$ cat src/pobs_pkg.sv
// package for the power-on boot sequencer: timing constants and states
// assumes a single 40 MHz system controller clock
package pobs_pkg;
  localparam int CLK_PERIOD_PS = 25000;
  localparam int BOOT_DELAY_NS = 10000;
  localparam int BANK_OUT_DELAY_NS = 200;
  localparam int BOOT_DELAY_CYC = (BOOT_DELAY_NS * 1000) / CLK_PERIOD_PS;
  localparam int BANK_OUT_DELAY_CYC = (BANK_OUT_DELAY_NS * 1000 + CLK_PERIOD_PS - 1) / CLK_PERIOD_PS;
  localparam int DLY_W = 16;
  typedef enum logic [3:0] {
    ST_POR, ST_WAIT, ST_NVS_PWR, ST_NVS_EN, ST_XCVR_IO, ST_USR_DET,
    ST_FAB_PWR, ST_FAB_EN, ST_BANK_CFG, ST_DONE
  } pobs_state_t;
endpackage

$ cat src/pobs_delay.sv
// cycle counter that raises done after a fixed count while start holds
// assumes start is a level; dropping it restarts the count
`timescale 1ns/1ps
`default_nettype none
module pobs_delay #(
  parameter int COUNT = 4,
  parameter int W = 16
) (
  input wire logic clock, // system clock
  input wire logic rst_n, // async reset, active low
  input wire logic start, // level, count while high
  output logic done // high once count reached
);
  logic [W-1:0] cnt;
  // count up while start holds, saturate at COUNT
  always_ff @(posedge clock or negedge rst_n) begin
    if (!rst_n) begin
      cnt <= '0;
    end else if (!start) begin
      cnt <= '0;
    end else if (cnt != W'(COUNT)) begin
      cnt <= cnt + 1'b1;
    end
  end
  assign done = start && (cnt == W'(COUNT));
endmodule
`default_nettype wire

$ cat src/power_on_boot_sequencer.sv
// power-on boot sequencer: holds controller in reset, then runs boot steps
// assumes detector inputs are synchronous to clock; outputs enable blocks
// What this block does
// controller reset while any core rail low
// wait 10 us after rails good
// bank supplies watched by separate detectors
// during reset, fabric/transceivers off, banks tri-stated
// bank 3 inputs, outputs 200 ns later
// fixed boot sequence, design independent
// power up and enable nonvolatile store
// enable transceiver IO pins
// enable user voltage detectors
// power up fabric, then enable it
// configure high-speed and general banks
// high-speed banks unusable before calibration
// processor subsystem down, its pins tri-stated
// steps in order, then hold boot done
// rail drop returns to power-on reset
`timescale 1ns/1ps
`default_nettype none
module power_on_boot_sequencer
  import pobs_pkg::*;
#(
  parameter int BOOT_CYC = BOOT_DELAY_CYC,
  parameter int BANK_CYC = BANK_OUT_DELAY_CYC
) (
  input wire logic clock, // 40 MHz system clock
  input wire logic rst_n, // power-on reset, active low
  input wire logic coreOk, // core rail above threshold
  input wire logic aux1v8RailOk, // aux_1v8_rail above threshold
  input wire logic aux2v5RailOk, // aux_2v5_rail above threshold
  input wire logic dedicatedBankIoRailOk, // bank 3 supply detector
  input wire logic ioCalibDone, // io calibration complete
  output logic sysCtrlReset, // system controller held in reset
  output logic dedicatedBankInEn, // bank 3 input enable
  output logic dedicatedBankOutEn, // bank 3 output enable
  output logic nvStorePwr, // secure_nonvolatile_store power
  output logic nvStoreEn, // secure_nonvolatile_store enable
  output logic xcvrIoEn, // transceiver pin enable
  output logic xcvrPwr, // transceiver power
  output logic userDetEn, // user voltage detector enable
  output logic fabricPwr, // fabric power
  output logic fabricEn, // fabric enable
  output logic bankCfgDone, // high-speed and general banks configured
  output logic bankTriState, // high-speed and general banks tri-stated
  output logic generalBankUsable, // general banks usable
  output logic highSpeedBankUsable, // high_speed_io_bank usable
  output logic procSubsysPwr, // processor_subsystem power
  output logic procSubsysPinsTriState, // processor_subsystem_pins tri-stated
  output logic bootDone // boot complete, held
);
  pobs_state_t state;
  pobs_state_t next_state;
  logic railsOk;
  logic bootDlyDone;
  logic bankDlyDone;

  // all monitored core rails good
  assign railsOk = coreOk && aux1v8RailOk && aux2v5RailOk;

  // fixed boot start delay after rails come good
  pobs_delay #(.COUNT(BOOT_CYC), .W(DLY_W)) uBootDly (
    .clock(clock),
    .rst_n(rst_n),
    .start(state == ST_WAIT),
    .done(bootDlyDone)
  );

  // bank 3 output delay from its own detector
  pobs_delay #(.COUNT(BANK_CYC), .W(DLY_W)) uBankDly (
    .clock(clock),
    .rst_n(rst_n),
    .start(dedicatedBankIoRailOk),
    .done(bankDlyDone)
  );

  // fixed step order, same for every design
  always_comb begin
    next_state = state;
    case (state)
      ST_POR: if (railsOk) next_state = ST_WAIT;
      ST_WAIT: if (bootDlyDone) next_state = ST_NVS_PWR;
      ST_NVS_PWR: next_state = ST_NVS_EN;
      ST_NVS_EN: next_state = ST_XCVR_IO;
      ST_XCVR_IO: next_state = ST_USR_DET;
      ST_USR_DET: next_state = ST_FAB_PWR;
      ST_FAB_PWR: next_state = ST_FAB_EN;
      ST_FAB_EN: next_state = ST_BANK_CFG;
      ST_BANK_CFG: next_state = ST_DONE;
      ST_DONE: next_state = ST_DONE;
      default: next_state = ST_POR;
    endcase
    if (!railsOk) begin
      next_state = ST_POR;
    end
  end

  // state register
  always_ff @(posedge clock or negedge rst_n) begin
    if (!rst_n) begin
      state <= ST_POR;
    end else begin
      state <= next_state;
    end
  end

  // controller reset and step outputs, each set once its step is reached
  always_ff @(posedge clock or negedge rst_n) begin
    if (!rst_n) begin
      sysCtrlReset <= 1'b1;
      nvStorePwr <= 1'b0;
      nvStoreEn <= 1'b0;
      xcvrIoEn <= 1'b0;
      xcvrPwr <= 1'b0;
      userDetEn <= 1'b0;
      fabricPwr <= 1'b0;
      fabricEn <= 1'b0;
      bankCfgDone <= 1'b0;
      bankTriState <= 1'b1;
      bootDone <= 1'b0;
    end else if (next_state == ST_POR) begin
      sysCtrlReset <= 1'b1;
      nvStorePwr <= 1'b0;
      nvStoreEn <= 1'b0;
      xcvrIoEn <= 1'b0;
      xcvrPwr <= 1'b0;
      userDetEn <= 1'b0;
      fabricPwr <= 1'b0;
      fabricEn <= 1'b0;
      bankCfgDone <= 1'b0;
      bankTriState <= 1'b1;
      bootDone <= 1'b0;
    end else begin
      sysCtrlReset <= 1'b0;
      if (next_state == ST_NVS_PWR) nvStorePwr <= 1'b1;
      if (next_state == ST_NVS_EN) nvStoreEn <= 1'b1;
      if (next_state == ST_XCVR_IO) begin
        xcvrPwr <= 1'b1;
        xcvrIoEn <= 1'b1;
      end
      if (next_state == ST_USR_DET) userDetEn <= 1'b1;
      if (next_state == ST_FAB_PWR) fabricPwr <= 1'b1;
      if (next_state == ST_FAB_EN) fabricEn <= 1'b1;
      if (next_state == ST_BANK_CFG) begin
        bankCfgDone <= 1'b1;
        bankTriState <= 1'b0;
      end
      if (next_state == ST_DONE) bootDone <= 1'b1;
    end
  end

  // bank 3 enables track its own supply, outputs after the delay
  always_ff @(posedge clock or negedge rst_n) begin
    if (!rst_n) begin
      dedicatedBankInEn <= 1'b0;
      dedicatedBankOutEn <= 1'b0;
    end else begin
      dedicatedBankInEn <= dedicatedBankIoRailOk;
      dedicatedBankOutEn <= bankDlyDone;
    end
  end

  // bank usability; high-speed waits for calibration
  always_ff @(posedge clock or negedge rst_n) begin
    if (!rst_n) begin
      generalBankUsable <= 1'b0;
      highSpeedBankUsable <= 1'b0;
    end else begin
      generalBankUsable <= bankCfgDone && railsOk;
      highSpeedBankUsable <= bankCfgDone && railsOk && ioCalibDone;
    end
  end

  // processor subsystem stays down through boot
  always_ff @(posedge clock or negedge rst_n) begin
    if (!rst_n) begin
      procSubsysPwr <= 1'b0;
      procSubsysPinsTriState <= 1'b1;
    end else begin
      procSubsysPwr <= 1'b0;
      procSubsysPinsTriState <= 1'b1;
    end
  end

  // checks
  a_reset_rails: assert property (@(posedge clock) disable iff (!rst_n)
    !railsOk |=> sysCtrlReset && !fabricPwr && bankTriState)
    else $error("controller not held in reset with rail low");
  a_boot_delay: assert property (@(posedge clock) disable iff (!rst_n)
    $rose(railsOk) |-> !nvStorePwr [*8])
    else $error("boot began before delay");
  a_xcvr_off: assert property (@(posedge clock) disable iff (!rst_n)
    sysCtrlReset |-> !xcvrPwr && !fabricEn)
    else $error("blocks up during reset");
  a_bank_out: assert property (@(posedge clock) disable iff (!rst_n)
    $rose(dedicatedBankIoRailOk) |=> !dedicatedBankOutEn [*7])
    else $error("bank 3 outputs too early");
  a_bank_in: assert property (@(posedge clock) disable iff (!rst_n)
    dedicatedBankOutEn |-> dedicatedBankInEn)
    else $error("bank 3 outputs without inputs");
  a_nvs_order: assert property (@(posedge clock) disable iff (!rst_n)
    nvStoreEn |-> nvStorePwr)
    else $error("store enabled unpowered");
  a_fab_order: assert property (@(posedge clock) disable iff (!rst_n)
    $rose(fabricPwr) |-> !fabricEn ##1 (fabricEn || !railsOk))
    else $error("fabric step order wrong");
  a_hs_calib: assert property (@(posedge clock) disable iff (!rst_n)
    highSpeedBankUsable |-> $past(ioCalibDone))
    else $error("high-speed bank usable before calibration");
  a_proc_down: assert property (@(posedge clock) disable iff (!rst_n)
    !procSubsysPwr && procSubsysPinsTriState)
    else $error("processor subsystem not held down");
  a_done_hold: assert property (@(posedge clock) disable iff (!rst_n)
    bootDone && railsOk |=> bootDone)
    else $error("boot done dropped");
  a_done_all: assert property (@(posedge clock) disable iff (!rst_n)
    bootDone |-> nvStoreEn && xcvrIoEn && userDetEn && fabricEn && bankCfgDone)
    else $error("boot done before all steps");
  c_boot: cover property (@(posedge clock) disable iff (!rst_n) $rose(bootDone));
  c_drop: cover property (@(posedge clock) disable iff (!rst_n) bootDone ##1 sysCtrlReset);
  c_bank: cover property (@(posedge clock) disable iff (!rst_n) $rose(dedicatedBankOutEn));
  c_hs: cover property (@(posedge clock) disable iff (!rst_n) $rose(highSpeedBankUsable));
endmodule
`default_nettype wire

$ cat config.mk
export PLATFORM = sky130hd
export DESIGN_NAME = power_on_boot_sequencer
export DESIGN_NICKNAME = d
export VERILOG_FILES = /design/src/pobs_pkg.sv /design/src/pobs_delay.sv /design/src/power_on_boot_sequencer.sv
export SDC_FILE = /design/constraint.sdc
export NUM_CORES = 1
export LEC_CHECK = 0
export BUFFER_PORTS_ARGS = -buffer_cell sky130_fd_sc_hd__buf_2
export CELL_PAD_IN_SITES_DETAIL_PLACEMENT = 1
export CELL_PAD_IN_SITES_GLOBAL_PLACEMENT = 1
export CORE_AREA = 2 2 77 79
export CTS_CLUSTER_SIZE = 14
export DETAILED_ROUTE_END_ITERATION = 12
export DIE_AREA = 0 0 79 81
export PLACE_DENSITY_LB_ADDON = 0.1
export SYNTH_ARGS = -nofsm -noshare
export SYNTH_HDL_FRONTEND = slang
export SYNTH_SLANG_ARGS = --single-unit
$ cat constraint.sdc
create_clock -name clock -period 2.8 [get_ports clock]
set_input_delay 0.42 -clock clock [delete_from_list [all_inputs] [get_ports clock]]
set_output_delay 0.42 -clock clock [all_outputs]
set_load 0.01 [all_outputs]
==> run summary, run 1 <==
outcome = finished, final reports clean
vias in the first global route = 2,150
Placed Instances = 358
synth unique cells = 47
Synth top area share = 0.454
nets = 301
R2R depth = 3
Final ANT Viol Nets = 0
Tightest Hold Check Type = input port to async pin
# diodes = 0
Tmin final = 1730 ps
Max rail drop VDD = 0.211 mV
crit path kind = flop to flop
top cells by area, synth = dfrtp_1, mux2i_1, a21oi_1
critical register-to-register path endpoint = uBootDly.cnt[2]
clk_skew = 5.90 ps
worst path required time = 3030 ps
initial antenna violation count = 0
critical path launch point = state[3]
DR iter-0 viols = 64
WHS = 60.0 ps
Setup crit end kind = flop
Max Cap Viol = 0
fmax = 579 MHz
wire length on met2 = 2950 um
Mean Syn Cell Area = 9.68 um2
CTS Root Cell = clkbuf_8
die area = 6400 um2
vias = 2,116
RSZ-0062 raised after global routing = no
final core utilization = 0.517
number of synthesized flops with an enable pin = 0
Setup WS post-layout = 1070 ps
Yosys reg bits = 50
final wirelength = 5890 um
post-synth net total = 284
CP Cell Sequence = nor4b_4 > nand3b_1 > o21ai_0
CTS Hold Bufs = 0
# IOs = 24
critical path endpoint = uBootDly.cnt[2]
final instance area = 2940 um2
max-slew violations = 0
Port Buf Inserts = 21
Final setup viols = 0
worst-margin pin slew = 757 ps
r2r startpoint = state[3]
met3 WL = 112 um
Yosys top cell by area = dfrtp_1
Cell Area, Placed = 2790 um2
CTS Sinks = 50
vias per cell = 5.78
DR DRC count = 0
TritonCTS clock tree = yes
crit path DAT = 1960 ps
CTS buffer count = 5
max layer used = met4
Slew headroom = 0.493
CP max-delay cell = nor4b_4
clock transition at the registers of the reported paths = 90 ps
Tcrit/Tclk final = 0.617
DP Worst Slack = 1070 ps
Final HPWL DP = 4160 um
Setup crit start kind = flop
LEAKAGE = 1.20 nW
Max Buffers Root-to-Sink = 2
RePlAce Congestion = 0.757
Die X-Extent = 79 um
Die Y-Extent = 81 um
postcts setup bufs = 0
share of layout cells above drive strength 1 = 0.134
Area Growth Syn to Fin = 11.1%
Gate Count Post-Synth = 273
# H-tree levels = 2
slowest cell delay on critical path = 770 ps
Layout Cells excl Fill = 366
crit-path max FO = 19
grt total ovfl = 0
clk_lat worst skew = 310 ps
cell area after synthesis = 2640 um2
Final Hold Vio Count = 0
overall routing resource usage = 0.203
global-route wire length before repair = 10,300 um
WL/cell = 16.1 um
Core Box Area = 5680 um2
r2r setup slk = 1070 ps
DRT Pass-1 Iters = 6
PD cells = 487 nW/um2
PostCTS Resize Cnt = 0
warnings from Yosys = 0
floorplan row count = 28
Fin Setup TNS = 0 ps
ys flop type = dfrtp_1
register area share after synthesis = 0.474
Initial Util = 0.466
Synth async-reset ratio = 1.00
Metal-1 WL = 2770 um
largest net degree at the start of global routing = 32
Tot Pwr = 1.43 mW
[worst min-delay path by stage]
| stage | start | to | cells past startpoint |
|---|---|---|---|
| final | rst_n | uBootDly.cnt[7] | 1 |
| after global routing | rst_n | uBootDly.cnt[2] | 1 |
| after CTS | rst_n | uBootDly.cnt[7] | 1 |
| after detailed placement | rst_n | uBootDly.cnt[7] | 1 |
| after global placement | rst_n | uBootDly.cnt[7] | 1 |
| after floorplan | rst_n | bankCfgDone | 0 |
[cell usage after synthesis, types with 2 or more instances]
master / instances
nor3b_1: 3
inv_1: 10
ha_1: 4
xor2_1: 4
a21oi_1: 23
nand4_1: 5
o21bai_1: 4
and4_1: 2
and2_1: 2
nand3_1: 13
nor2_1: 9
o31ai_1: 7
mux2i_1: 12
or4_1: 7
nor3_1: 2
clkbuf_1: 7
nor4_1: 12
conb_1: 2
nor2b_1: 2
and3b_1: 2
nand2_1: 29
and3_1: 2
nand3b_1: 5
dfrtp_1: 48
nand4_2: 2
o21ai_0: 10
buf_4: 3
nor4b_1: 3
buf_2: 3
dfstp_2: 2
nand2b_1: 12
a21o_1: 2
or3_1: 6
[sequential cells by signal (all words and copies together), names as in the netlist]
name	flops
dedicatedBankOutEn	1
uBootDly.cnt	16
state	4
uBankDly.cnt	16
nvStoreEn	1
bankTriState	1
xcvrPwr	1
dedicatedBankInEn	1
userDetEn	1
bankCfgDone	1
fabricEn	1
highSpeedBankUsable	1
fabricPwr	1
bootDone	1
sysCtrlReset	1
nvStorePwr	1
generalBankUsable	1
[per-layer routing]
metal	up-vias	track usage
met1	1072	0.262
li1	1024	-
met3	5	0.0411
met2	15	0.349
met5	-	0
met4	0	0.0552
[cell families (layout without fill, tap and decap cells)]
group                    count (synthesis)  in the layout  share of synthesized area
XOR/XNOR                                 4              4                     0.0132
other                                    2              2                    0.00284
AND/OR/NAND/NOR                        124            124                      0.285
buffers and inverters                   24             42                     0.0398
adder cells (fa/ha/maj)                  4              4                     0.0189
flip-flops                              50             50                      0.474
multiplexers                            12             12                     0.0454
AO/OA/AOI/OAI                           53             53                      0.121
[critical path, delay by kind of cell, from the launching register on]
family,cells,cell delay [ps]
compound gates,1,160
simple gates,2,900
flops,1,600
[power by group]
part / internal (mW) / leakage [nW] / switching, mW
sequential: 0.728 / 0.686 / 0.0107
clock: 0.381 / 0.0714 / 0.251
combinational: 0.0174 / 0.444 / 0.0421
total: 1.13 / 1.20 / 0.304
[cell type report]
class                      count  area (um2)
clock buffer                   6        82.6
clock inverter                 2        60.1
multi-input combinational    199        1280
sequential                    50        1250
inverter                      11        41.3
timing repair buffer          23         120
tap                           75        93.8
fill                         677        2740
[cells in the final DEF, fill, tap and decap left out, types with 7 or more instances in the layout]
cell	synthesis	final
o31ai_1	7	7
inv_1	10	10
o21ai_0	10	10
nand2_1	29	29
nand2b_1	12	12
dfrtp_1	48	48
nor2_1	9	9
mux2i_1	12	12
buf_2	3	21
nor4_1	12	12
nand3_1	13	13
or4_1	7	7
a21oi_1	23	23
Note: power is estimated with default switching activity, not from simulation.
==> run 2, diff against run 1 <==
--- a/config.mk
+++ b/config.mk
@@ -5,13 +5,14 @@
 export SDC_FILE = /design/constraint.sdc
 export NUM_CORES = 1
 export LEC_CHECK = 0
+export ABC_AREA = 1
 export BUFFER_PORTS_ARGS = -buffer_cell sky130_fd_sc_hd__buf_2
 export CELL_PAD_IN_SITES_DETAIL_PLACEMENT = 1
 export CELL_PAD_IN_SITES_GLOBAL_PLACEMENT = 1
-export CORE_AREA = 2 2 77 79
+export CORE_AREA = 2 2 84 86
 export CTS_CLUSTER_SIZE = 14
 export DETAILED_ROUTE_END_ITERATION = 12
-export DIE_AREA = 0 0 79 81
+export DIE_AREA = 0 0 86 88
 export PLACE_DENSITY_LB_ADDON = 0.1
 export SYNTH_ARGS = -nofsm -noshare
 export SYNTH_HDL_FRONTEND = slang
==> constraint.sdc (replaced) <==
create_clock -name clock -period 1.5 [get_ports clock]
set_input_delay 0.225 -clock clock [delete_from_list [all_inputs] [get_ports clock]]
set_output_delay 0.225 -clock clock [all_outputs]
set_load 0.01 [all_outputs]
==> run 2 against run 1 <==
Effect of this change: non-clock buffer count grew 25; critical path depth is 9 higher; die area grew 18%; clock-buffer cell count shrank 1; routed wire length grew 13%; hold slack better by 110 ps; clock power increased by 52%; global-route usage is 2.6 points lower.
==> run summary, run 2 <==
initial antenna violation count = 0
Post-synth top cells = nand2_1, dfrtp_1, inv_1
share of layout cells above drive strength 1 = 0.317
R2R depth = 12
post-synth net total = 321
Final Hold Vio Count = 0
max-slew violations = 0
Initial Util = 0.392
Yosys top cell by area = dfrtp_1
floorplan row count = 30
Synth Area in XOR/XNOR = 0.0135
Port Buf Inserts = 21
clock transition at the registers of the reported paths = 100 ps
outcome = finished, final reports clean
nets = 370
clk_lat worst skew = 310 ps
most common cell in the netlist = nand2_1
PD cells = 769 nW/um2
Core Box Area = 6640 um2
mux cell area share after synthesis = 0
Yosys reg bits = 50
crit-path max FO = 6
ys flop type = dfrtp_1
Tot Pwr = 2.50 mW
crit path kind = flop to flop
WL/cell = 15.1 um
DRT Pass-1 Iters = 4
Setup crit end kind = flop
commonest non-fill, non-tap cell in the layout = nand2_1
Tcrit/Tclk final = 0.989
Max Buffers Root-to-Sink = 2
top cells by area, synth = dfrtp_1, nand2_1, inv_1
WHS = 165 ps
Tmin final = 1480 ps
Synth top area share = 0.461
Area Growth Syn to Fin = 24.9%
cell area after synthesis = 2600 um2
Die X-Extent = 86 um
critical path launch point = uBootDly.cnt[0]
Final HPWL DP = 4720 um
synth unique cells = 33
CTS Sinks = 50
Tightest Hold Check Type = input port to flop
CTS buffer count = 5
critical path endpoint = fabricEn
main combinational cell family by area after synthesis = simple AND/OR/NAND/NOR gates
top flop regs = uBankDly.cnt: 16 flops, uBootDly.cnt: 16 flops, state: 4 flops
fmax = 674 MHz
number of synthesized flops with an enable pin = 0
Synth Area in Adders = 0.0192
# fillers = 822
RePlAce Congestion = 0.796
final wirelength = 6640 um
Gate Count Post-Synth = 310
Die Y-Extent = 88 um
TritonCTS clock tree = yes
Final ANT Viol Nets = 0
Max rail drop VDD = 0.384 mV
critical register-to-register path endpoint = fabricEn
LEAKAGE = 1.63 nW
Fin Setup TNS = 0 ps
overall routing resource usage = 0.177
worst path required time = 1760 ps
Layout Cells excl Fill = 440
r2r setup slk = 20 ps
post-synthesis simple-gate area fraction = 0.313
Final setup viols = 0
# H-tree levels = 2
Placed Instances = 417
warnings from Yosys = 0
Mean Syn Cell Area = 8.40 um2
die area = 7570 um2
largest net degree at the start of global routing = 19
DR iter-0 viols = 71
Synth async-reset ratio = 1.00
crit path DAT = 1740 ps
# diodes = 0
Compound-Gate Fraction of Synth Area = 0.0870
# IOs = 24
most frequent cells in the layout = nand2_1, dfrtp_1, inv_1, nor2_1, buf_4
grt total ovfl = 0
register area share after synthesis = 0.481
global-route wire length before repair = 10,400 um
r2r startpoint = uBootDly.cnt[0]
CTS Root Cell = clkbuf_8
vias per cell = 5.00
RSZ-0062 raised after global routing = yes
Max Cap Viol = 0
clk_skew = 13.7 ps
DR DRC count = 0
vias in the first global route = 2,172
Setup crit start kind = flop
vias = 2,200
run 2: cell types whose count changed in the layout (fill, tap and decap cells not counted), moves of 9 or more:
cell,previous run,this run
inv_1,10,40
nand2_1,29,52
nor4_1,12,3
nand2_2,0,9
mux2i_1,12,0
nand2b_1,12,0
buf_4,2,22
nor2_1,9,24
run 2: layout make-up:
cell class / instances / area (um2) / area share
inverter: 46 / 173 / 0.0531
sequential: 50 / 1260 / 0.386
timing repair buffer: 48 / 352 / 0.108
clock buffer: 5 / 68.8 / 0.0212
tap: 80 / 100 / 0.0308
clock inverter: 3 / 40.0 / 0.0123
multi-input combinational: 208 / 1260 / 0.388
run 2: kinds of logic (layout without fill, tap and decap cells):
kind of cell,count (synthesis),in the layout
buffers and inverters,52,102
AND/OR/NAND/NOR,155,155
adder cells (fa/ha/maj),4,4
other,2,2
flip-flops,50,50
XOR/XNOR,4,4
AO/OA/AOI/OAI,43,43
run 2: metal layers:
layer / up-vias / GRT usage / share of wire
li1: 1099 / - / -
met1: 1072 / 0.225 / 0.45
met2: 20 / 0.311 / 0.52
met3: 9 / 0.0283 / 0.019
met4: 0 / 0.0491 / 0.012
met5: - / 0 / 0
run 2: critical path, stage by stage, from the launching register on:
cell,delay [ps]
dfrtp_1,410
inv_2,60
ha_1,140
nand2_1,50
inv_1,60
nand2_2,60
nor2_4,100
nand3_2,120
nand2_4,120
nand2_4,70
inv_1,80
nand3_1,80
nand2_1,70
run 2: timing repair:
action                                  CTS  global route
endpoints found under the setup margin    3            26
resized for setup                        10            26
hold buffers                              1             0
pin swaps                                 4            12
hold endpoints to repair                 15             0
setup buffers                             3            13
run 2: power breakdown:
part           internal [mW]  leakage [nW]  switching [mW]  total, mW
Clock                  0.492        0.0579           0.469      0.961
Combinational         0.0620         0.885           0.100      0.162
Sequential              1.36         0.682          0.0147       1.38
Total                   1.92          1.63           0.584       2.50
run 2: worst min path at each step:
stage	start	endpoint	slack, ps	cells past startpoint
after detailed placement	rst_n	uBootDly.cnt[6]	210	1
after global routing	ioCalibDone	highSpeedBankUsable	140	2
after CTS	ioCalibDone	highSpeedBankUsable	160	2
after global placement	rst_n	uBootDly.cnt[6]	200	1
after floorplan	rst_n	bankCfgDone	-70	0
final	ioCalibDone	highSpeedBankUsable	170	2
run 2: per-stage QoR:
stage	setup slack, ps	cell area [um2]	util
after floorplan	91.0	2600	-
after global placement	17.5	2880	0.434
after detailed placement	-24.9	2880	0.434
after CTS	7.55	3050	0.460
after global routing	-134	3250	0.489
final	16.8	3250	0.489
